**src/hw/rtc_ctrl_pkg.sv**
```systemverilog
// Shared constants and types for the clock trim, shadow and alarm control.
// Assumes an 8-bit register port with 16-bit byte addresses.
package rtc_ctrl_pkg;

  // ----------------------------------------------------------------------
  // Register offsets
  // ----------------------------------------------------------------------
  localparam logic [15:0] OFS_ANALOG_TRIM = 16'h2504;
  localparam logic [15:0] OFS_CTRL_STATUS = 16'h2890;
  localparam logic [15:0] OFS_SUBSECOND = 16'h2892;
  localparam logic [15:0] OFS_SHADOW_SEC = 16'h2893;
  localparam logic [15:0] OFS_SHADOW_MIN = 16'h2894;
  localparam logic [15:0] OFS_SHADOW_HR = 16'h2895;
  localparam logic [15:0] OFS_COARSE_HIGH = 16'h289B;
  localparam logic [15:0] OFS_COARSE_MID = 16'h289C;
  localparam logic [15:0] OFS_COARSE_LOW_FINE = 16'h289D;
  localparam logic [15:0] OFS_TARGET_MIN = 16'h289E;
  localparam logic [15:0] OFS_TARGET_HOUR = 16'h289F;
  localparam logic [15:0] OFS_IRQ_STATUS = 16'h28A0;
  localparam logic [15:0] OFS_IRQ_CLEAR = 16'h28A1;
  localparam logic [15:0] OFS_IRQ_ENABLE = 16'h28A2;

  // ----------------------------------------------------------------------
  // Field positions
  // ----------------------------------------------------------------------
  localparam int BIT_COUNT_FAIL = 4;
  localparam int BIT_READ_FREEZE = 6;
  localparam int BIT_WRITE_FREEZE = 7;
  localparam int IRQ_BIT_ALARM = 0;
  localparam int IRQ_BIT_FAIL = 1;
  localparam int IRQ_WIDTH = 2;

  // ----------------------------------------------------------------------
  // Reset values and counts
  // ----------------------------------------------------------------------
  localparam logic [6:0] RST_ANALOG_TRIM = 7'h40;
  localparam logic [2:0] RST_COARSE_HIGH = 3'h4;
  localparam logic [16:0] RST_COARSE =
    {RST_COARSE_HIGH, 14'h0};
  localparam logic [1:0] RST_FINE = 2'h0;
  localparam logic [16:0] COARSE_LEGAL_MIN = 17'h0FFBF;
  localparam logic [16:0] COARSE_LEGAL_MAX = 17'h10040;
  localparam logic [7:0] SUBSEC_TOP = 8'h7F;

  // ----------------------------------------------------------------------
  // Types
  // ----------------------------------------------------------------------
  typedef struct packed {
    logic [15:0] addr;
    logic [7:0] wdata;
    logic wr;
    logic rd;
  } reg_req_t;

  typedef struct packed {
    logic [4:0] hour;
    logic [5:0] minute;
    logic [5:0] second;
  } time_t;

endpackage : rtc_ctrl_pkg

```
**src/hw/rtc_subsec_count.sv**
```systemverilog
// Sub-second countdown from 127 to 0 in steps of 1/128 second.
// Assumes tick_128 is a one-cycle pulse on core_clk at 128 Hz.
`timescale 1ns/100ps
module rtc_subsec_count
  import rtc_ctrl_pkg::*;
(
  input wire logic core_clk,
  input wire logic nrst,
  input wire logic ce,
  input wire logic tick_128,
  output logic [7:0] remaining,
  output logic second_pulse
);

  logic [7:0] rem_q;
  logic [7:0] rem_d;
  logic sec_q;
  wire wrap = (rem_q == 8'h00);

  assign rem_d = wrap ? SUBSEC_TOP : rem_q - 8'h01;

  always_ff @(posedge core_clk or negedge nrst) begin
    if (!nrst) begin
      rem_q <= SUBSEC_TOP;
      sec_q <= 1'b0;
    end else if (ce) begin
      sec_q <= tick_128 & wrap;
      if (tick_128) begin
        rem_q <= rem_d;
      end
    end
  end

  assign remaining = rem_q;
  assign second_pulse = sec_q;

endmodule : rtc_subsec_count

```
**src/hw/rtc_alarm_match.sv**
```systemverilog
// Detects the moment the running time becomes equal to the alarm target.
// Assumes the counters change on core_clk; no resynchronising needed.
`timescale 1ns/100ps
module rtc_alarm_match
  import rtc_ctrl_pkg::*;
(
  input wire logic core_clk,
  input wire logic nrst,
  input wire logic ce,
  input wire logic [5:0] minute,
  input wire logic [4:0] hour,
  input wire logic [5:0] target_minute,
  input wire logic [4:0] target_hour,
  output logic match_pulse
);

  logic eq_q;
  logic pulse_q;
  wire eq_now = (minute == target_minute) && (hour == target_hour);

  // Equality held out of reset does not fire; only a new match does.
  always_ff @(posedge core_clk or negedge nrst) begin
    if (!nrst) begin
      eq_q <= 1'b1;
      pulse_q <= 1'b0;
    end else if (ce) begin
      eq_q <= eq_now;
      pulse_q <= eq_now & ~eq_q;
    end
  end

  assign match_pulse = pulse_q;

endmodule : rtc_alarm_match

```
**src/hw/rtc_trim_shadow_alarm_control.sv**
```systemverilog
// Register file and control for clock trim, rate adjust, shadow and alarm.
// Assumes time counters, count-error and wake pulses run on core_clk.
//
// Summary of operation
// - Seven-bit analog trim, resets to 0x40.
// - Counter error sets the failure flag.
// - Writing zero clears failure; reset and wake clear.
// - Coarse and fine fields form 19-bit adjust.
// - Coarse top bits reset to four, rest zero.
// - Read freeze stops shadow updates.
// - Freeze bit reads actual shadow state.
// - Read-only sub-second remaining, 1/128 second units.
// - Six-bit target minute, resets to zero.
// - Alarm interrupt when minute and hour match.
// - Write freeze holds shadow for processor writes.
//
// Decided for this implementation: the strobed register port.
`timescale 1ns/100ps
module rtc_trim_shadow_alarm_control
  import rtc_ctrl_pkg::*;
(
  input wire logic core_clk,
  input wire logic nrst,
  input wire logic ce,
  input wire reg_req_t req,
  output logic [7:0] rdata,
  input wire logic count_error,
  input wire logic wake,
  input wire logic tick_128,
  input wire time_t time_now,
  output logic [6:0] analog_trim,
  output logic [18:0] rate_adjust,
  output time_t shadow_time,
  output logic shadow_write_hold,
  output logic second_pulse,
  output logic irq
);

  // ----------------------------------------------------------------------
  // Address decode
  // ----------------------------------------------------------------------
  wire wr_trim = req.wr && (req.addr == OFS_ANALOG_TRIM);
  wire wr_ctrl = req.wr && (req.addr == OFS_CTRL_STATUS);
  wire wr_chigh = req.wr && (req.addr == OFS_COARSE_HIGH);
  wire wr_cmid = req.wr && (req.addr == OFS_COARSE_MID);
  wire wr_clow = req.wr && (req.addr == OFS_COARSE_LOW_FINE);
  wire wr_tmin = req.wr && (req.addr == OFS_TARGET_MIN);
  wire wr_thour = req.wr && (req.addr == OFS_TARGET_HOUR);
  wire wr_iclr = req.wr && (req.addr == OFS_IRQ_CLEAR);
  wire wr_ien = req.wr && (req.addr == OFS_IRQ_ENABLE);
  wire wr_ssec = req.wr && (req.addr == OFS_SHADOW_SEC);
  wire wr_smin = req.wr && (req.addr == OFS_SHADOW_MIN);
  wire wr_shr = req.wr && (req.addr == OFS_SHADOW_HR);

  // ----------------------------------------------------------------------
  // State
  // ----------------------------------------------------------------------
  logic [6:0] trim_q;
  logic fail_q;
  logic rd_freeze_q;
  logic wr_freeze_q;
  logic frozen_q;
  logic [16:0] coarse_q;
  logic [1:0] fine_q;
  logic [5:0] tmin_q;
  logic [4:0] thour_q;
  logic [IRQ_WIDTH-1:0] ista_q;
  logic [IRQ_WIDTH-1:0] ien_q;
  time_t shadow_q;
  time_t shadow_d;
  logic [7:0] rdata_q;
  logic [7:0] rdata_d;
  logic [7:0] subsec;
  logic alarm_pulse;
  logic [IRQ_WIDTH-1:0] ev;

  // ----------------------------------------------------------------------
  // Helpers
  // ----------------------------------------------------------------------
  rtc_subsec_count u_subsec (
    .core_clk(core_clk),
    .nrst(nrst),
    .ce(ce),
    .tick_128(tick_128),
    .remaining(subsec),
    .second_pulse(second_pulse)
  );

  rtc_alarm_match u_alarm (
    .core_clk(core_clk),
    .nrst(nrst),
    .ce(ce),
    .minute(time_now.minute),
    .hour(time_now.hour),
    .target_minute(tmin_q),
    .target_hour(thour_q),
    .match_pulse(alarm_pulse)
  );

  // ----------------------------------------------------------------------
  // Failure flag
  // ----------------------------------------------------------------------
  // A new error in the same cycle as a zero write keeps the flag set.
  wire fail_clr = wr_ctrl && !req.wdata[BIT_COUNT_FAIL];
  wire fail_d = count_error | (fail_q & ~fail_clr);

  always_ff @(posedge core_clk or negedge nrst) begin
    if (!nrst) begin
      fail_q <= 1'b0;
    end else if (ce) begin
      fail_q <= wake ? 1'b0 : fail_d;
    end
  end

  // ----------------------------------------------------------------------
  // Trim, rate adjust and alarm target
  // ----------------------------------------------------------------------
  always_ff @(posedge core_clk or negedge nrst) begin
    if (!nrst) begin
      trim_q <= RST_ANALOG_TRIM;
      tmin_q <= 6'h00;
      thour_q <= 5'h00;
    end else if (ce) begin
      if (wr_trim) trim_q <= req.wdata[6:0];
      if (wr_tmin) tmin_q <= req.wdata[5:0];
      if (wr_thour) thour_q <= req.wdata[4:0];
    end
  end

  // Out-of-range coarse values are stored as written; the range is
  // the programmer's duty and clamping would hide the mistake.
  always_ff @(posedge core_clk or negedge nrst) begin
    if (!nrst) begin
      coarse_q <= RST_COARSE;
      fine_q <= RST_FINE;
    end else if (ce) begin
      if (wake) begin
        coarse_q <= RST_COARSE;
        fine_q <= RST_FINE;
      end else begin
        if (wr_chigh) coarse_q[16:14] <= req.wdata[2:0];
        if (wr_cmid) coarse_q[13:6] <= req.wdata;
        if (wr_clow) coarse_q[5:0] <= req.wdata[7:2];
        if (wr_clow) fine_q <= req.wdata[1:0];
      end
    end
  end

  assign rate_adjust = {coarse_q, fine_q};
  assign analog_trim = trim_q;

  // ----------------------------------------------------------------------
  // Shadow copy
  // ----------------------------------------------------------------------
  // The frozen status trails the request by one cycle so that a read
  // showing 1 guarantees the copy has really stopped moving.
  always_comb begin
    shadow_d = shadow_q;
    if (!(rd_freeze_q || wr_freeze_q)) begin
      shadow_d = time_now;
    end else if (wr_freeze_q) begin
      if (wr_ssec) shadow_d.second = req.wdata[5:0];
      if (wr_smin) shadow_d.minute = req.wdata[5:0];
      if (wr_shr) shadow_d.hour = req.wdata[4:0];
    end
  end

  always_ff @(posedge core_clk or negedge nrst) begin
    if (!nrst) begin
      rd_freeze_q <= 1'b0;
      wr_freeze_q <= 1'b0;
      frozen_q <= 1'b0;
      shadow_q <= '0;
    end else if (ce) begin
      if (wr_ctrl) begin
        rd_freeze_q <= req.wdata[BIT_READ_FREEZE];
        wr_freeze_q <= req.wdata[BIT_WRITE_FREEZE];
      end
      frozen_q <= rd_freeze_q | wr_freeze_q;
      shadow_q <= shadow_d;
    end
  end

  assign shadow_time = shadow_q;
  assign shadow_write_hold = wr_freeze_q;

  // ----------------------------------------------------------------------
  // Interrupts
  // ----------------------------------------------------------------------
  assign ev[IRQ_BIT_ALARM] = alarm_pulse;
  assign ev[IRQ_BIT_FAIL] = count_error;

  genvar gi;
  generate
    for (gi = 0; gi < IRQ_WIDTH; gi++) begin : g_irq
      wire clr = wr_iclr && req.wdata[gi];
      always_ff @(posedge core_clk or negedge nrst) begin
        if (!nrst) begin
          ista_q[gi] <= 1'b0;
          ien_q[gi] <= 1'b0;
        end else if (ce) begin
          ista_q[gi] <= ev[gi] | (ista_q[gi] & ~clr);
          if (wr_ien) ien_q[gi] <= req.wdata[gi];
        end
      end
    end
  endgenerate

  assign irq = |(ista_q & ien_q);

  // ----------------------------------------------------------------------
  // Read path
  // ----------------------------------------------------------------------
  wire [7:0] ctrl_rd = {wr_freeze_q, frozen_q, 1'b0, fail_q, 4'h0};

  always_comb begin
    rdata_d = 8'h00;
    unique case (req.addr)
      OFS_ANALOG_TRIM: rdata_d = {1'b0, trim_q};
      OFS_CTRL_STATUS: rdata_d = ctrl_rd;
      OFS_SUBSECOND: rdata_d = subsec;
      OFS_SHADOW_SEC: rdata_d = {2'h0, shadow_q.second};
      OFS_SHADOW_MIN: rdata_d = {2'h0, shadow_q.minute};
      OFS_SHADOW_HR: rdata_d = {3'h0, shadow_q.hour};
      OFS_COARSE_HIGH: rdata_d = {5'h00, coarse_q[16:14]};
      OFS_COARSE_MID: rdata_d = coarse_q[13:6];
      OFS_COARSE_LOW_FINE: rdata_d = {coarse_q[5:0], fine_q};
      OFS_TARGET_MIN: rdata_d = {2'h0, tmin_q};
      OFS_TARGET_HOUR: rdata_d = {3'h0, thour_q};
      OFS_IRQ_STATUS: rdata_d = {6'h00, ista_q};
      OFS_IRQ_ENABLE: rdata_d = {6'h00, ien_q};
      default: rdata_d = 8'h00;
    endcase
  end

  always_ff @(posedge core_clk or negedge nrst) begin
    if (!nrst) begin
      rdata_q <= 8'h00;
    end else if (ce) begin
      rdata_q <= req.rd ? rdata_d : 8'h00;
    end
  end

  assign rdata = rdata_q;
endmodule : rtc_trim_shadow_alarm_control

```
**config.mk**
```make
export PLATFORM = sky130hd
export DESIGN_NAME = rtc_trim_shadow_alarm_control
export DESIGN_NICKNAME = d
export VERILOG_FILES = /design/src/hw/rtc_ctrl_pkg.sv /design/src/hw/rtc_subsec_count.sv /design/src/hw/rtc_alarm_match.sv /design/src/hw/rtc_trim_shadow_alarm_control.sv
export SDC_FILE = /design/constraint.sdc
export NUM_CORES = 1
export LEC_CHECK = 0
export BUFFER_PORTS_ARGS = -buffer_cell sky130_fd_sc_hd__clkbuf_2
export CORE_MARGIN = 2
export CORE_UTILIZATION = 59
export DETAILED_ROUTE_END_ITERATION = 10
export GPL_ROUTABILITY_DRIVEN = 1
export PLACE_DENSITY_LB_ADDON = 0.2
export SYNTH_ARGS = -nofsm -noshare
export SYNTH_HDL_FRONTEND = slang
export SYNTH_SLANG_ARGS = --single-unit
```
**constraint.sdc**
```tcl
create_clock -name core_clk -period 3.8 [get_ports core_clk]
set_input_delay 0.95 -clock core_clk [delete_from_list [all_inputs] [get_ports core_clk]]
set_output_delay 0.95 -clock core_clk [all_outputs]
set_load 0.03 [all_outputs]
```
Word level (Yosys, flattened, before mapping)
Cells that the tools add are included.
{"block": "classes", "mux": 15, "n_addsub": 1, "reduce_logical": 35, "bitwise": 14, "eq_ne": 20}
{"cell": "16-bit by 14-bit equality test with 1-bit output, second input constant", "n": 14}
{"cell": "8-bit case mux with 13 select lines", "n": 1}
{"cell": "17-bit 2-to-1 mux", "n": 3}
{"cell": "8-bit 2-to-1 mux", "n": 3}
{"cell": "6-bit 2-to-1 mux", "n": 3}
{"cell": "2-bit AND reduction", "n": 9}
{"cell": "1-bit logical AND", "n": 16}
{"cell": "3-bit AND reduction", "n": 3}
{"cell": "8-bit zero test", "n": 1}
{"cell": "2-bit inequality test, second input constant", "n": 4}
{"cell": "8-bit by 1-bit subtractor with 8-bit output, second input constant", "n": 1}
{"cell": "6-bit equality test", "n": 1}
{"cell": "2-bit nonzero test", "n": 3}
{"cell": "1-bit AND", "n": 5}
{"cell": "5-bit equality test", "n": 1}
{"cell": "5-bit 2-to-1 mux", "n": 1}
{"cell": "2-bit 2-to-1 mux", "n": 2}
{"cell": "1-bit inverter", "n": 4}
{"cell": "1-bit bitwise OR", "n": 4}
{"cell": "3-bit 2-to-1 mux", "n": 1}
{"cell": "2-bit AND", "n": 1}
{"cell": "2-bit OR reduction", "n": 1}
{"cell": "1-bit zero test", "n": 1}
{"cell": "1-bit logical OR", "n": 1}
{"cell": "1-bit 2-to-1 mux", "n": 1}
{"block": "totals", "elab_cells": 108, "output_inout_bits": 54, "reg_bits": 81}

Depth between registers and ports, before layout
{"block": "logic_depth", "depth_word": 7, "ltp_mapped": 8}

Modules after synthesis
A second synthesis with hierarchy kept.
{"block": "hier_totals", "cells_unflattened": 424, "area_unflattened_um2": 4620.7}
{"module": "rtc_trim_shadow_alarm_control", "cells_each": 351, "n_inst": 1, "area_each_um2": 3911.3}
{"module": "rtc_subsec_count", "cells_each": 52, "n_inst": 1, "area_each_um2": 511.7}
{"module": "rtc_alarm_match", "cells_each": 21, "n_inst": 1, "area_each_um2": 197.7}

Least setup slack after synthesis
OpenSTA, ideal clock, no wires.
{"block": "synth_path", "path_kind": "input to register", "startpoint": "input port req[16] in the netlist's numbering", "endpoint": "register tmin_q[0]", "n_path_buf": 0, "arrival_ns": 2.439, "path_slack_ns": 1.236, "setup_ns": 0.125, "stages": 4, "cell_sequence": "nor4b_4 -> nand4_4 -> nor4_4 -> mux2_2"}
{"block": "synth_between", "elab_chain_cells": 3}
{"element": "start: declaration", "line": "rtc_trim_shadow_alarm_control.sv:25", "text": "input wire reg_req_t req,"}
{"element": "16-bit by 14-bit equality test with 1-bit output", "line": "rtc_trim_shadow_alarm_control.sv:47", "text": "wire wr_tmin = req.wr && (req.addr == OFS_TARGET_MIN);"}
{"element": "1-bit logical AND", "line": "rtc_trim_shadow_alarm_control.sv:47"}
{"element": "2-bit AND reduction (no source line)"}
{"element": "end signal: assignment", "line": "rtc_trim_shadow_alarm_control.sv:125", "text": "if (wr_tmin) tmin_q <= req.wdata[5:0];"}
{"element": "end: declaration", "line": "rtc_trim_shadow_alarm_control.sv:65", "text": "logic [5:0] tmin_q;"}
No other way between the ends.
A chain may end at the register's enable or synchronous reset.

Worst setup path in the final report
{"block": "layout_path", "startpoint": "input port req[16] in the netlist's numbering", "endpoint": "register tmin_q[4]"}
Same word-level chain as after synthesis.

==> flow_summary_export.csv <==
group,metric,value,unit
status,outcome,"finished clean",
layout,final_util,70.6,%
timing,rsz0062_at_grt,"no",
clock_tree,h-tree-depth,3,
logic_synthesis,ys.warnings.count,0,
critical_path,cp.arrival,2.95,ns
logic_synthesis,synthFlopType,"dfrtp_1",
grt,grt_max_degree,82,
clock_tree,cts_setup_buffers,0,
die,dieArea,8500,um2
logic_synthesis,yosys-top-cells-area,"dfrtp_1, mux2_2, dfstp_2, mux2i_1, a22o_1",
logic_synthesis,synth_area,4590,um2
placed_design,routabilityCongestion,0.962,
timing,max_freq,0.370,GHz
logic_synthesis,postSynthAreaPerCell,10.6,um2
timing,skew,0.0111,ns
grt,grt_pass1_wl,22.7,mm
critical_path,r2r_setup_slack,1.77,ns
grt,grt_overflow,0,
power_and_ir_drop,pwr_density_cell,385,nW/um2
power_and_ir_drop,irDropWorstVdd,0.219,mV
routing,routedWlPerCell,22.6,um
placed_design,post-place-cells,626,
routing,antenna_left,0,
die,die_w,92.2,um
clock_tree,cts_made_buffers,9,
clock_tree,cts_resized,0,
critical_path,startpoint,"req[16]",
grt,grt_pass1_vias,4164,
critical_path,crit_fanout,15,
logic_synthesis,async_flop_share,100,%
grt,track_usage,35.3,%
grt,antenna_found_initial,0,
clock_tree,cts_sinks,81,
worst_hold_path,hold_class,"register to register",
logic_synthesis,syn_inst,435,
layout,drive_gt1_share,33.0,%
critical_path,slowest_stage,"nor4_4",
layout,regArea,2040,um2
layout,nets,586,
timing,hold_violations,0,
timing,finalSetupViolations,0,
timing,whs,0.473,ns
critical_path,endpoint,"tmin_q[4]$_DFFE_PN0P_",
clock_tree,cts_max_path_buffers,2,
clock_tree,cts_tree,"built",
clock_tree,cts.hold.buffers_added,0,
logic_synthesis,ys_seq_area_share,44.4,%
routing,vias_per_cell,6.70,
timing,fin_crit,2.70,ns
flow_run,max_cap_viol_count,0,
power_and_ir_drop,leakage,2.40,nW
critical_path,critPathLaunchType,"primary input",
critical_path,endpoint_kind,"register",
routing,vias,4300,
clock_tree,cts-root-buf,"clkbuf_8",
timing,relSlewSlack,31.6,%
logic_synthesis,yosys_register_bits,81,
timing,slew_violations,0,
critical_path,timing.rr.start,"shadow_write_hold$_DFFE_PN0P_",
layout,area_growth_syn_to_layout,17.6,%
critical_path,reg2reg_depth,4,
placed_design,hpwl,10.7,mm
layout,fillers,614,
logic_synthesis,synth-edff-count,0,
timing,fin_crit_sh,71.1,%
clock_tree,clock_latency,0.36,ns
clock_tree,path_clk_slew,0.09,ns
die,std_cell_rows,32,
critical_path,required,4.04,ns
placed_design,portBuffers,102,
layout,antenna_cells,0,
timing,fin_tns_setup,0,ns
routing,drc,0,
die,io_pins,103,
logic_synthesis,yosysMostFrequentCell,"dfrtp_1",
logic_synthesis,yosys.area.top_type,"dfrtp_1",
logic_synthesis,synthTopCellsByCount,"dfrtp_1, nor2_1, nand2_1",
die,coreArea,7650,um2
routing,wl,14.5,mm
critical_path,r2r-end,"shadow_time[11]$_DFFE_PN0P_",
routing,drt_iter0_markers,453,
power_and_ir_drop,p_total,2.08,mW
critical_path,max_stage_delay,0.57,ns
critical_path,path_class,"primary input to register",
layout,layout.cells.non_filler,642,
die,start_util,60.0,%
critical_path,path_cells,"clkbuf_2 -> nor4b_4 -> nand4_4 -> nor4_4 -> mux2_2",
logic_synthesis,synth_nets,486,
die,die_h,92.2,um
layout,multi_input_area,2430,um2
logic_synthesis,synth_top_cell_area_share,38.7,%
logic_synthesis,synth_cell_types,59,
timing,worstMarginPinSlew,1.03,ns
routing,first_pass_iters,5,
per-layer routing:
layer | vias up | wire, um | GRT usage (%)
met2 | 265 | 6580 | 53.5
met4 | 0 | 545 | 15.0
li1 | 1862 | - | -
met5 | - | 0 | 0
met3 | 41 | 1310 | 7.64
met1 | 2132 | 6060 | 49.4
through the flow:
step / instance area, um2 / worst slack (ns)
final: 5400 / 1.10
after floorplan: 4590 / 1.24
after global routing: 5400 / 0.954
after global placement: 5180 / 0.801
after detailed placement: 5180 / 0.720
after CTS: 5400 / 1.10
where the power goes:
group,switching [mW],total [mW],leakage (nW),internal (mW)
combinational,0.228,0.365,1.26,0.137
sequential,0.0809,1.04,1.04,0.955
clock,0.348,0.679,0.101,0.331
total,0.658,2.08,2.40,1.42
sequential cells by signal (all words and copies together) (netlist names), 2 cells and up:
name / cells
ien_q: 2
shadow_time: 17
thour_q: 5
ista_q: 2
fine_q: 2
u_subsec.remaining: 8
analog_trim: 7
coarse_q: 17
tmin_q: 6
rdata: 8
area by class of cell:
cell class,count,area share [%]
timing repair buffer,108,10.3
clock inverter,6,1.37
multi-input combinational,328,45.1
sequential,81,37.8
tap,102,2.36
inverter,7,0.487
clock buffer,10,2.55
cell families after synthesis:
family | after synthesis | share of synthesized area [%]
flip-flops | 81 | 44.4
buffers and inverters | 26 | 2.54
AO/OA/AOI/OAI | 103 | 17.4
adder cells (fa/ha/maj) | 2 | 0.545
AND/OR/NAND/NOR | 163 | 21.2
XOR/XNOR | 16 | 3.05
multiplexers | 44 | 10.9
critical path, delay by kind of cell:
family	cells	cell delay [ns]
AND/OR/NAND/NOR	3	1.48
multiplexers	1	0.40
buffers and inverters	1	0.10
placed cells by master, fill, tap and decap left out, drive strengths merged, types with 6 or more instances in the layout:
cell     count
nor3        16
o21a         6
nor4        17
dfrtp       71
buf          7
clkbuf     111
a21oi       17
a22oi        8
o21ai        8
a22o        15
nor2b        7
mux2i       16
nand2       27
o22ai       10
o2bb2ai     10
xor2        12
nor2        35
nand4        8
nand3       12
mux2        26
nor4b        6
o22a         6
dfstp       10
or3          7
inv         10
worst min path at each step:
stage                                to  depth (start not counted)  slack (ns)                startpoint
3_3_place_gp   u_alarm.eq_q$_DFFE_PN1P_                          2        0.46  u_alarm.eq_q$_DFFE_PN1P_
3_5_place_dp   u_alarm.eq_q$_DFFE_PN1P_                          2        0.47  u_alarm.eq_q$_DFFE_PN1P_
6_report       u_alarm.eq_q$_DFFE_PN1P_                          2        0.47  u_alarm.eq_q$_DFFE_PN1P_
4_1_cts        u_alarm.eq_q$_DFFE_PN1P_                          2        0.48  u_alarm.eq_q$_DFFE_PN1P_
2_1_floorplan  u_alarm.eq_q$_DFFE_PN1P_                          2        0.45  u_alarm.eq_q$_DFFE_PN1P_
5_1_grt        u_alarm.eq_q$_DFFE_PN1P_                          2        0.50  u_alarm.eq_q$_DFFE_PN1P_
Power figures use the tool's default switching activity.
